`config.mk`:
```
export PLATFORM = sky130hd
export DESIGN_NAME = reset_source_flags
export DESIGN_NICKNAME = d
export VERILOG_FILES = /design/src/verilog/reset_source_pkg.sv /design/src/verilog/reset_source_flags.sv /design/src/verilog/soft_reset_delay.sv
export SDC_FILE = /design/constraint.sdc
export NUM_CORES = 1
export LEC_CHECK = 0
export BUFFER_PORTS_ARGS = -buffer_cell sky130_fd_sc_hd__clkbuf_2
export CAP_MARGIN = 20
export CORE_MARGIN = 2
export CORE_UTILIZATION = 45
export DETAILED_ROUTE_END_ITERATION = 6
export GPL_ROUTABILITY_DRIVEN = 0
export PLACE_DENSITY_LB_ADDON = 0.12
export SLEW_MARGIN = 0
export SYNTH_ARGS = -nofsm -noshare
export SYNTH_HDL_FRONTEND = slang
export SYNTH_SLANG_ARGS = --single-unit
```
`constraint.sdc`:
```
create_clock -name core_clk -period 2.2 [get_ports core_clk]
set_clock_uncertainty 0.05 [all_clocks]
set_input_delay 0.22 -clock core_clk [delete_from_list [all_inputs] [get_ports core_clk]]
set_output_delay 0.22 -clock core_clk [all_outputs]
set_load 0.05 [all_outputs]
```
`src/verilog/reset_source_pkg.sv`:
```
// Purpose: constants and carriers shared by the reset-source flag block
// Assumes: 50 MHz core clock, AXI4-Lite register access with 32-bit data
// Notes:   registers are 8 bits or narrower and sit in byte lane 0
package reset_source_pkg;

  ////////////////////////////////////////////////////////////////////////////
  localparam int ADDR_W = 8;
  localparam int DATA_W = 32;
  localparam int IRQ_W  = 6;

  localparam logic [ADDR_W-1:0] OFS_FLAGS     = 8'h00;
  localparam logic [ADDR_W-1:0] OFS_STATUS    = 8'h04;
  localparam logic [ADDR_W-1:0] OFS_LOW_VOLTAGE_THRESHOLD_REG      = 8'h08;
  localparam logic [ADDR_W-1:0] OFS_RESET_PIN_CONTROL_REG      = 8'h0c;
  localparam logic [ADDR_W-1:0] OFS_FC1       = 8'h10;
  localparam logic [ADDR_W-1:0] OFS_IRQ_STAT  = 8'h14;
  localparam logic [ADDR_W-1:0] OFS_IRQ_CLEAR = 8'h18;
  localparam logic [ADDR_W-1:0] OFS_IRQ_EN    = 8'h1c;

  localparam int FLAG_WRF  = 0;
  localparam int FLAG_LRF  = 1;
  localparam int FLAG_LOW_VOLTAGE_RESET_FLAG = 2;
  localparam int FLAG_CTRL_REG_SOFT_RESET_FLAG = 3;
  localparam int STAT_PDF  = 4;
  localparam int STAT_TO   = 5;

  localparam int IRQ_WRF   = 0;
  localparam int IRQ_LRF   = 1;
  localparam int IRQ_LOW_VOLTAGE_RESET_FLAG  = 2;
  localparam int IRQ_CTRL_REG_SOFT_RESET_FLAG  = 3;
  localparam int IRQ_TO    = 4;
  localparam int IRQ_FLASH = 5;

  localparam logic [3:0] FLAGS_POR = 4'h0;
  localparam logic [7:0] LOW_VOLTAGE_THRESHOLD_REG_POR  = 8'h66;
  localparam logic [7:0] LOW_VOLTAGE_THRESHOLD_REG_OFF  = 8'hf0;
  localparam logic [7:0] LV_1V7    = 8'h66;
  localparam logic [7:0] LV_1V9    = 8'h55;
  localparam logic [7:0] LV_2V55   = 8'h33;
  localparam logic [7:0] LV_3V15   = 8'h99;
  localparam logic [7:0] LV_3V8    = 8'haa;
  localparam logic [7:0] RESET_PIN_CONTROL_REG_POR  = 8'h55;
  localparam logic [7:0] RESET_PIN_CONTROL_REG_PIN  = 8'haa;
  localparam logic [7:0] FC1_TRIG  = 8'h55;
  localparam logic [7:0] FC1_POR   = 8'h00;

  localparam logic [1:0] RESP_OKAY   = 2'h0;
  localparam logic [1:0] RESP_SLVERR = 2'h2;

  localparam int CLK_MHZ        = 50;
  localparam int T_SRESET_NS    = 1000;
  localparam int SRESET_CYCLES  = (T_SRESET_NS * CLK_MHZ + 999) / 1000;

  ////////////////////////////////////////////////////////////////////////////
  typedef struct packed {
    logic              awvalid;
    logic [ADDR_W-1:0] awaddr;
    logic              wvalid;
    logic [DATA_W-1:0] wdata;
    logic [3:0]        wstrb;
    logic              bready;
    logic              arvalid;
    logic [ADDR_W-1:0] araddr;
    logic              rready;
  } axi_req_type;

  typedef struct packed {
    logic              awready;
    logic              wready;
    logic              bvalid;
    logic [1:0]        bresp;
    logic              arready;
    logic              rvalid;
    logic [DATA_W-1:0] rdata;
    logic [1:0]        rresp;
  } axi_rsp_type;

  typedef struct packed {
    logic lvr_detect;
    logic wdt_timeout;
    logic pin_reset;
    logic wdt_ctrl_invalid;
    logic low_power;
  } event_in_type;

  typedef struct packed {
    logic pc_clear;
    logic sp_top;
    logic int_disable;
    logic wdt_tb_clear;
    logic timers_off;
    logic ports_input;
  } reset_action_type;

  localparam reset_action_type ACT_NONE = 6'h00;
  localparam reset_action_type ACT_POR  = 6'h3f;
  localparam reset_action_type ACT_WDT_SLEEP = 6'h30;

  function automatic logic is_lvr_level(input logic [7:0] v);
    return (v == LV_1V7) || (v == LV_1V9) || (v == LV_2V55) ||
           (v == LV_3V15) || (v == LV_3V8);
  endfunction

endpackage

```
`src/verilog/reset_source_flags.sv`:
```
// Purpose: reset-cause flags, status timeout/power-down flags, reset requests
// Assumes: event inputs synchronous to core_clk, one-cycle pulses except
//          lvr_detect (already qualified for its minimum time) and low_power
// Notes:   reset_n is the power-on reset; device_reset is a request pulse
//
// Design decisions made here: the register addresses and the AXI4-Lite interface to the registers.
`timescale 1ns/100ps

module reset_source_flags #(
  parameter int SRESET_CYCLES = reset_source_pkg::SRESET_CYCLES
) (
  input  wire logic                              core_clk,
  input  wire logic                              reset_n,
  input  wire reset_source_pkg::axi_req_type     axi_req,
  output reset_source_pkg::axi_rsp_type          axi_rsp,
  input  wire reset_source_pkg::event_in_type    events,
  output logic                                   device_reset,
  output reset_source_pkg::reset_action_type     reset_action,
  output logic [7:0]                             threshold_value,
  output logic                                   irq
);

  ////////////////////////////////////////////////////////////////////////////
  // bus slave state
  reset_source_pkg::axi_rsp_type rsp_q, rsp_d;
  logic                                   aw_full_q, aw_full_d;
  logic                                   w_full_q, w_full_d;
  logic [reset_source_pkg::ADDR_W-1:0]    awaddr_q, awaddr_d;
  logic [reset_source_pkg::DATA_W-1:0]    wdata_q, wdata_d;
  logic [3:0]                             wstrb_q, wstrb_d;
  logic                                   wr_fire;

  // register state
  logic [3:0]                              flags_q, flags_d;
  logic                                    to_q, to_d;
  logic                                    pdf_q, pdf_d;
  logic [7:0]                              low_voltage_threshold_reg_q, low_voltage_threshold_reg_d;
  logic [7:0]                              reset_pin_control_reg_q, reset_pin_control_reg_d;
  logic [7:0]                              fc1_q, fc1_d;
  logic [reset_source_pkg::IRQ_W-1:0]      irq_st_q, irq_st_d;
  logic [reset_source_pkg::IRQ_W-1:0]      irq_en_q, irq_en_d;
  logic [reset_source_pkg::IRQ_W-1:0]      irq_set;
  logic                                    dev_rst_q, dev_rst_d;
  logic                                    irq_q, irq_d;
  reset_source_pkg::reset_action_type      act_q, act_d;

  logic lvr_ok;
  logic flash_hit;
  logic low_voltage_threshold_reg_fire;
  logic reset_pin_control_reg_fire;
  logic low_voltage_threshold_reg_bad;
  logic reset_pin_control_reg_bad;

  function automatic logic mapped(input logic [reset_source_pkg::ADDR_W-1:0] a);
    return (a[1:0] == 2'h0) && (a <= reset_source_pkg::OFS_IRQ_EN);
  endfunction

  function automatic logic wr_hit(input logic [reset_source_pkg::ADDR_W-1:0] ofs);
    return wr_fire && (awaddr_q == ofs) && wstrb_q[0];
  endfunction

  ////////////////////////////////////////////////////////////////////////////
  // AXI4-Lite slave: address and data taken in either order
  assign wr_fire = aw_full_q && w_full_q && !rsp_q.bvalid;

  always_comb begin
    rsp_d     = rsp_q;
    aw_full_d = aw_full_q;
    w_full_d  = w_full_q;
    awaddr_d  = awaddr_q;
    wdata_d   = wdata_q;
    wstrb_d   = wstrb_q;
    if (axi_req.awvalid && rsp_q.awready) begin
      aw_full_d = 1'b1;
      awaddr_d  = axi_req.awaddr;
    end
    if (axi_req.wvalid && rsp_q.wready) begin
      w_full_d = 1'b1;
      wdata_d  = axi_req.wdata;
      wstrb_d  = axi_req.wstrb;
    end
    if (rsp_q.bvalid && axi_req.bready) begin
      rsp_d.bvalid = 1'b0;
    end
    if (wr_fire) begin
      aw_full_d     = 1'b0;
      w_full_d      = 1'b0;
      rsp_d.bvalid  = 1'b1;
      rsp_d.bresp   = mapped(awaddr_q) ? reset_source_pkg::RESP_OKAY
                                       : reset_source_pkg::RESP_SLVERR;
    end
    rsp_d.awready = !aw_full_d;
    rsp_d.wready  = !w_full_d;
    if (rsp_q.rvalid && axi_req.rready) begin
      rsp_d.rvalid = 1'b0;
    end
    if (axi_req.arvalid && rsp_q.arready) begin
      rsp_d.rvalid = 1'b1;
      rsp_d.rresp  = mapped(axi_req.araddr) ? reset_source_pkg::RESP_OKAY
                                            : reset_source_pkg::RESP_SLVERR;
      rsp_d.rdata  = '0;
      unique case (axi_req.araddr)
        reset_source_pkg::OFS_FLAGS:    rsp_d.rdata[3:0] = flags_q; // upper bits zero
        reset_source_pkg::OFS_STATUS: begin
          rsp_d.rdata[reset_source_pkg::STAT_TO]  = to_q;
          rsp_d.rdata[reset_source_pkg::STAT_PDF] = pdf_q;
        end
        reset_source_pkg::OFS_LOW_VOLTAGE_THRESHOLD_REG:     rsp_d.rdata[7:0] = low_voltage_threshold_reg_q;
        reset_source_pkg::OFS_RESET_PIN_CONTROL_REG:     rsp_d.rdata[7:0] = reset_pin_control_reg_q;
        reset_source_pkg::OFS_FC1:      rsp_d.rdata[7:0] = fc1_q;
        reset_source_pkg::OFS_IRQ_STAT: rsp_d.rdata[reset_source_pkg::IRQ_W-1:0] = irq_st_q;
        reset_source_pkg::OFS_IRQ_EN:   rsp_d.rdata[reset_source_pkg::IRQ_W-1:0] = irq_en_q;
        default:                        rsp_d.rdata = '0;
      endcase
    end
    rsp_d.arready = !rsp_d.rvalid;
  end

  always_ff @(posedge core_clk) begin
    if (!reset_n) begin
      rsp_q     <= '0;
      aw_full_q <= 1'b0;
      w_full_q  <= 1'b0;
      awaddr_q  <= '0;
      wdata_q   <= '0;
      wstrb_q   <= '0;
    end else begin
      rsp_q     <= rsp_d;
      aw_full_q <= aw_full_d;
      w_full_q  <= w_full_d;
      awaddr_q  <= awaddr_d;
      wdata_q   <= wdata_d;
      wstrb_q   <= wstrb_d;
    end
  end

  ////////////////////////////////////////////////////////////////////////////
  // delayed software resets from illegal control values
  assign low_voltage_threshold_reg_bad = !reset_source_pkg::is_lvr_level(low_voltage_threshold_reg_q) &&
                    (low_voltage_threshold_reg_q != reset_source_pkg::LOW_VOLTAGE_THRESHOLD_REG_OFF);
  assign reset_pin_control_reg_bad = (reset_pin_control_reg_q != reset_source_pkg::RESET_PIN_CONTROL_REG_POR) &&
                    (reset_pin_control_reg_q != reset_source_pkg::RESET_PIN_CONTROL_REG_PIN);

  soft_reset_delay #(.CYCLES(SRESET_CYCLES)) low_voltage_threshold_reg_delay (
    .core_clk (core_clk),
    .reset_n  (reset_n),
    .arm      (low_voltage_threshold_reg_bad),
    .fire     (low_voltage_threshold_reg_fire)
  );

  soft_reset_delay #(.CYCLES(SRESET_CYCLES)) reset_pin_control_reg_delay (
    .core_clk (core_clk),
    .reset_n  (reset_n),
    .arm      (reset_pin_control_reg_bad),
    .fire     (reset_pin_control_reg_fire)
  );

  // low-voltage reset is off when disabled by code or in idle/sleep
  assign lvr_ok    = events.lvr_detect && !events.low_power &&
                     reset_source_pkg::is_lvr_level(low_voltage_threshold_reg_q);
  // written out in full: a continuous assign does not follow what a function reads
  assign flash_hit = wr_fire && (awaddr_q == reset_source_pkg::OFS_FC1) && wstrb_q[0] &&
                     (wdata_q[7:0] == reset_source_pkg::FC1_TRIG);

  ////////////////////////////////////////////////////////////////////////////
  // flags, control registers and reset requests
  always_comb begin
    flags_d = flags_q;
    if (wr_hit(reset_source_pkg::OFS_FLAGS)) begin
      flags_d = flags_q & wdata_q[3:0];     // writing zero clears only
    end
    if (events.wdt_ctrl_invalid) flags_d[reset_source_pkg::FLAG_WRF] = 1'b1;
    if (lvr_ok)    flags_d[reset_source_pkg::FLAG_LOW_VOLTAGE_RESET_FLAG] = 1'b1;
    if (low_voltage_threshold_reg_fire) flags_d[reset_source_pkg::FLAG_LRF]  = 1'b1;
    if (reset_pin_control_reg_fire) flags_d[reset_source_pkg::FLAG_CTRL_REG_SOFT_RESET_FLAG] = 1'b1;

    // pin and low-voltage resets leave both untouched
    to_d  = to_q;
    pdf_d = pdf_q;
    act_d = reset_source_pkg::ACT_NONE;
    if (events.wdt_timeout) begin
      to_d = 1'b1;
      if (events.low_power) begin
        pdf_d = 1'b1;
        act_d = reset_source_pkg::ACT_WDT_SLEEP;
      end
    end

    low_voltage_threshold_reg_d = low_voltage_threshold_reg_q;
    if (wr_hit(reset_source_pkg::OFS_LOW_VOLTAGE_THRESHOLD_REG)) low_voltage_threshold_reg_d = wdata_q[7:0];
    if (low_voltage_threshold_reg_fire) low_voltage_threshold_reg_d = reset_source_pkg::LOW_VOLTAGE_THRESHOLD_REG_POR;

    fc1_d = fc1_q;
    if (wr_hit(reset_source_pkg::OFS_FC1)) fc1_d = wdata_q[7:0];

    dev_rst_d = flash_hit || lvr_ok || low_voltage_threshold_reg_fire || reset_pin_control_reg_fire;

    reset_pin_control_reg_d = reset_pin_control_reg_q;
    if (wr_hit(reset_source_pkg::OFS_RESET_PIN_CONTROL_REG)) reset_pin_control_reg_d = wdata_q[7:0];
    if (dev_rst_d || events.pin_reset) reset_pin_control_reg_d = reset_source_pkg::RESET_PIN_CONTROL_REG_POR;

    irq_set = '0;
    irq_set[reset_source_pkg::IRQ_WRF]   = events.wdt_ctrl_invalid;
    irq_set[reset_source_pkg::IRQ_LRF]   = low_voltage_threshold_reg_fire;
    irq_set[reset_source_pkg::IRQ_LOW_VOLTAGE_RESET_FLAG]  = lvr_ok;
    irq_set[reset_source_pkg::IRQ_CTRL_REG_SOFT_RESET_FLAG]  = reset_pin_control_reg_fire;
    irq_set[reset_source_pkg::IRQ_TO]    = events.wdt_timeout;
    irq_set[reset_source_pkg::IRQ_FLASH] = flash_hit;
    irq_st_d = irq_st_q;
    if (wr_hit(reset_source_pkg::OFS_IRQ_CLEAR)) begin
      irq_st_d = irq_st_q & ~wdata_q[reset_source_pkg::IRQ_W-1:0];
    end
    irq_st_d = irq_st_d | irq_set;
    irq_en_d = irq_en_q;
    if (wr_hit(reset_source_pkg::OFS_IRQ_EN)) begin
      irq_en_d = wdata_q[reset_source_pkg::IRQ_W-1:0];
    end
    irq_d = |(irq_st_d & irq_en_d);
  end

  always_ff @(posedge core_clk) begin
    if (!reset_n) begin
      flags_q   <= reset_source_pkg::FLAGS_POR;
      to_q      <= 1'b0;
      pdf_q     <= 1'b0;
      low_voltage_threshold_reg_q    <= reset_source_pkg::LOW_VOLTAGE_THRESHOLD_REG_POR;
      reset_pin_control_reg_q    <= reset_source_pkg::RESET_PIN_CONTROL_REG_POR;
      fc1_q     <= reset_source_pkg::FC1_POR;
      irq_st_q  <= '0;
      irq_en_q  <= '0;
      irq_q     <= 1'b0;
      dev_rst_q <= 1'b0;
      act_q     <= reset_source_pkg::ACT_POR;
    end else begin
      flags_q   <= flags_d;
      to_q      <= to_d;
      pdf_q     <= pdf_d;
      low_voltage_threshold_reg_q    <= low_voltage_threshold_reg_d;
      reset_pin_control_reg_q    <= reset_pin_control_reg_d;
      fc1_q     <= fc1_d;
      irq_st_q  <= irq_st_d;
      irq_en_q  <= irq_en_d;
      irq_q     <= irq_d;
      dev_rst_q <= dev_rst_d;
      act_q     <= act_d;
    end
  end

  assign axi_rsp         = rsp_q;
  assign device_reset    = dev_rst_q;
  assign reset_action    = act_q;
  assign threshold_value = low_voltage_threshold_reg_q;
  assign irq             = irq_q;
endmodule // reset_source_flags

```
`src/verilog/soft_reset_delay.sv`:
```
// Purpose: delays a software reset request by a fixed count of cycles
// Assumes: arm stays high while the offending register value is present
// Notes:   a corrected value before the count ends cancels the reset
`timescale 1ns/100ps
module soft_reset_delay #(
  parameter int CYCLES = reset_source_pkg::SRESET_CYCLES
) (
  input  wire logic core_clk,
  input  wire logic reset_n,
  input  wire logic arm,
  output logic      fire
);

  localparam int CNT_W = (CYCLES > 1) ? $clog2(CYCLES) : 1;
  localparam logic [CNT_W-1:0] LAST = CNT_W'(CYCLES - 1);

  logic [CNT_W-1:0] count_q;
  logic [CNT_W-1:0] count_d;
  logic             fire_q;
  logic             fire_d;

  ////////////////////////////////////////////////////////////////////////////
  always_comb begin
    count_d = '0;
    fire_d  = 1'b0;
    if (arm && !fire_q) begin
      if (count_q == LAST) begin
        fire_d = 1'b1;
      end else begin
        count_d = count_q + CNT_W'(1);
      end
    end
  end

  always_ff @(posedge core_clk) begin
    if (!reset_n) begin
      count_q <= '0;
      fire_q  <= 1'b0;
    end else begin
      count_q <= count_d;
      fire_q  <= fire_d;
    end
  end

  assign fire = fire_q;

endmodule // soft_reset_delay
```
==> flow_metrics.env <==
export IMPL_max_stage_delay_ns=0.57
export IMPL_path_clk_slew_ns=0.09
export IMPL_async_reset_ff_share_pct=0
export IMPL_cts_root_buf="clkbuf_8"
export IMPL_fin_cells=691
export IMPL_pwr_share_comb_pct=12.2
export IMPL_netlist_instances=488
export IMPL_finalSetupTns_ns=0
export IMPL_dp_cells=675
export IMPL_vias=3512
export IMPL_power_leakage_nw=2.13
export IMPL_setup_violations=0
export IMPL_hold_ws_ns=0.0253
export IMPL_first_pass_iters=4
export IMPL_slew_violations=0
export IMPL_power_total_mw=3.47
export IMPL_seq_area_frac_synth_pct=43.9
export IMPL_synth_main_ff_cell="dfxtp_1"
export IMPL_worst_pin_slew_ns=0.612
export IMPL_synthTopCellsByArea="dfxtp_1, mux2i_1, nor2_1"
export IMPL_grt_max_degree=58
export IMPL_ant_nets=0
export IMPL_grt_pass1_wl_mm=15.7
export IMPL_die_area_mm2=0.0103
export IMPL_num_io_pins=121
export IMPL_die_w_um=102
export IMPL_worstPathMaxFanout=6
export IMPL_cpLargestDelayFamily="simple AND/OR/NAND/NOR gates"
export IMPL_pwr_share_seq_pct=51.1
export IMPL_arrival_ns=2.25
export IMPL_switchingPower_uw=943
export IMPL_setup_ws_ns=0.116
export IMPL_area_delta_synth_final_pct=15.1
export IMPL_min_path_type="in -> reg"
export IMPL_syn_area_per_cell_um2=8.78
export IMPL_preCtsSetupSlack_ns=0.0886
export IMPL_cp_num_buf_inv=0
export IMPL_ir_worst_vdd_v=0.000399
export IMPL_outcome="complete, no violations"
export IMPL_drive_above_1_share_pct=20.8
export IMPL_core_area_mm2=0.00924
export IMPL_yosysMostFrequentCell="dfxtp_1"
export IMPL_portBuffers=67
export IMPL_maxCapViolCount=0
export IMPL_fmax_ghz=0.480
export IMPL_drc=0
export IMPL_yosys_area_top_type_share_pct=43.9
export IMPL_drtIter0Drc=108
export IMPL_ys_types=50
export IMPL_clkLatencyLatePin_ns=0.36
export IMPL_swShare_pct=27.1
export IMPL_start_kind="flip-flop"
export IMPL_cts_inserted_buffers=9
export IMPL_post_cts_buffers=0
export IMPL_synth_edf_count=0
export IMPL_antenna_found_initial=0
export IMPL_min_period_ns=2.08
export IMPL_synth_common_cells="dfxtp_1, nor2_1, nand2_1, mux2i_1, a21oi_1"
export IMPL_cts_max_level=3
export IMPL_hold_viol_final=0
export IMPL_syn_area_mm2=0.00429
export IMPL_grt_pass1_vias=3215
export IMPL_period_share_pct=94.7
export IMPL_slew_headroom_pct=59.2
export IMPL_die_y_um=102
export IMPL_hpwl_mm=7.40
export IMPL_rsz0062_at_grt="false"
export IMPL_grt_ovfl_total=0
export IMPL_crit_chain="or4_4 -> nor3_4 -> mux2i_1 -> o22a_1 -> a41oi_2"
export IMPL_cts_buffer_depth=2
export IMPL_internal_power_mw=2.53
export IMPL_clock_power_share_pct=36.7
export IMPL_nets=625
export IMPL_viasPerCell=5.08
export IMPL_clock_sinks=94
export IMPL_rows=35
export IMPL_track_usage_pct=19.7
export IMPL_cts_tree="done"
export IMPL_endpoint_kind="flip-flop"
export IMPL_synth_largest_area_cell="dfxtp_1"
export IMPL_cpMaxStageDelayCell="or4_4"
export IMPL_ys_seq_elements=94
export IMPL_critPathKind="reg -> reg"
export IMPL_start_util_pct=46.4
export IMPL_required_ns=2.37
export IMPL_avgRoutedWirePerCell_um=14.3
export IMPL_num_antenna_cells=0
export IMPL_powerDensity_mw_per_mm2=704
export IMPL_ys_warn_count=0
export IMPL_r2r_slack_ns=0.12
export IMPL_routed_wl_mm=9.89
-- cell families (layout without fill, tap and decap cells) --
family	after synthesis	count (layout)	synth area share, %
other	1	26	0.0875
buffers and inverters	62	111	8.17
AO/OA/AOI/OAI	79	79	11.6
multiplexers	41	41	9.72
XOR/XNOR	8	8	1.63
flip-flops	94	94	43.9
adder cells (fa/ha/maj)	4	4	1.17
AND/OR/NAND/NOR	199	199	23.6
-- layout by cell type (no fill, tap or decap), types with 4 or more instances in the layout --
master	count
nor2_1	65
a21oi_1	34
xnor2_1	4
inv_1	9
clkbuf_2	67
nor2b_1	9
nand3_1	17
mux2i_1	36
ha_1	4
nor3_1	9
buf_4	19
mux2_2	5
nor4bb_1	11
dfxtp_1	94
nand2b_1	6
and3_1	6
and2_1	6
o21ai_0	11
a2bb2oi_1	4
a22oi_1	10
clkbuf_8	10
nand2_1	51
conb_1	26
xor2_1	4
-- final cells by class --
class,instances,area [um2]
Multi-Input combinational cell,357,2150
Clock inverter,5,82.6
Inverter,9,33.8
Fill cell,897,4310
Sequential cell,94,1880
Tap cell,129,161
Clock buffer,11,141
Timing Repair Buffer,86,478
-- registers in the layout, indices dropped and copies added, names as in the netlist, 2 cells and up --
signal,flops
wdata_q,8
axi_rsp,15
fc1_q,8
irq_en_q,6
reset_pin_control_reg_q,8
irq_st_q,6
threshold_value,8
reset_pin_control_reg_delay.count_q,6
reset_action,2
flags_q,4
low_voltage_threshold_reg_delay.count_q,6
awaddr_q,8
-- what timing repair did --
item	4_1_cts	5_1_grt
setup endpoints to repair	0	1
hold buffers	0	0
resized for setup	0	0
-- worst paths after layout --
check,to,start,cells after the start
max,irq,awaddr_q[6],5
max reg2reg,irq,awaddr_q[6],5
min reg2reg,axi_rsp[6],axi_rsp[6],2
min,wdata_q[7],axi_req[22],3
-- worst reg2reg max path: cells and delay by family (launching register included) --
family	cells	cell delay, ns
AO/OA/AOI/OAI	2	0.32
AND/OR/NAND/NOR	2	0.95
multiplexers	1	0.29
flip-flops	1	0.34
-- metrics by stage --
step           cell area (um2)  utilization, %
2_1_floorplan             4380               -
3_3_place_gp              4710            51.0
3_5_place_dp              4710            51.0
4_1_cts                   4930            53.4
5_1_grt                   4930            53.4
6_report                  4930            53.4
-- power groups by stage --
stage          logic [mW]  clock network [mW]  registers [mW]
2_1_floorplan       0.303                   0            1.86
3_3_place_gp        0.423                   0            1.81
3_5_place_dp        0.426                   0            1.82
4_1_cts             0.427                1.31            1.78
5_1_grt             0.458                1.37            1.78
6_report            0.425                1.27            1.77
-- per-layer routing --
metal  vias to the layer above  part of all wire (%)  global-route usage [%]
li1                       1772                     -                       -
met1                      1630                    46                    25.1
met2                        96                    47                    33.1
met3                        14                   4.4                    3.86
met4                         0                   1.8                    7.28
met5                         -                     0                       0
(Power assumes the default switching activity.)
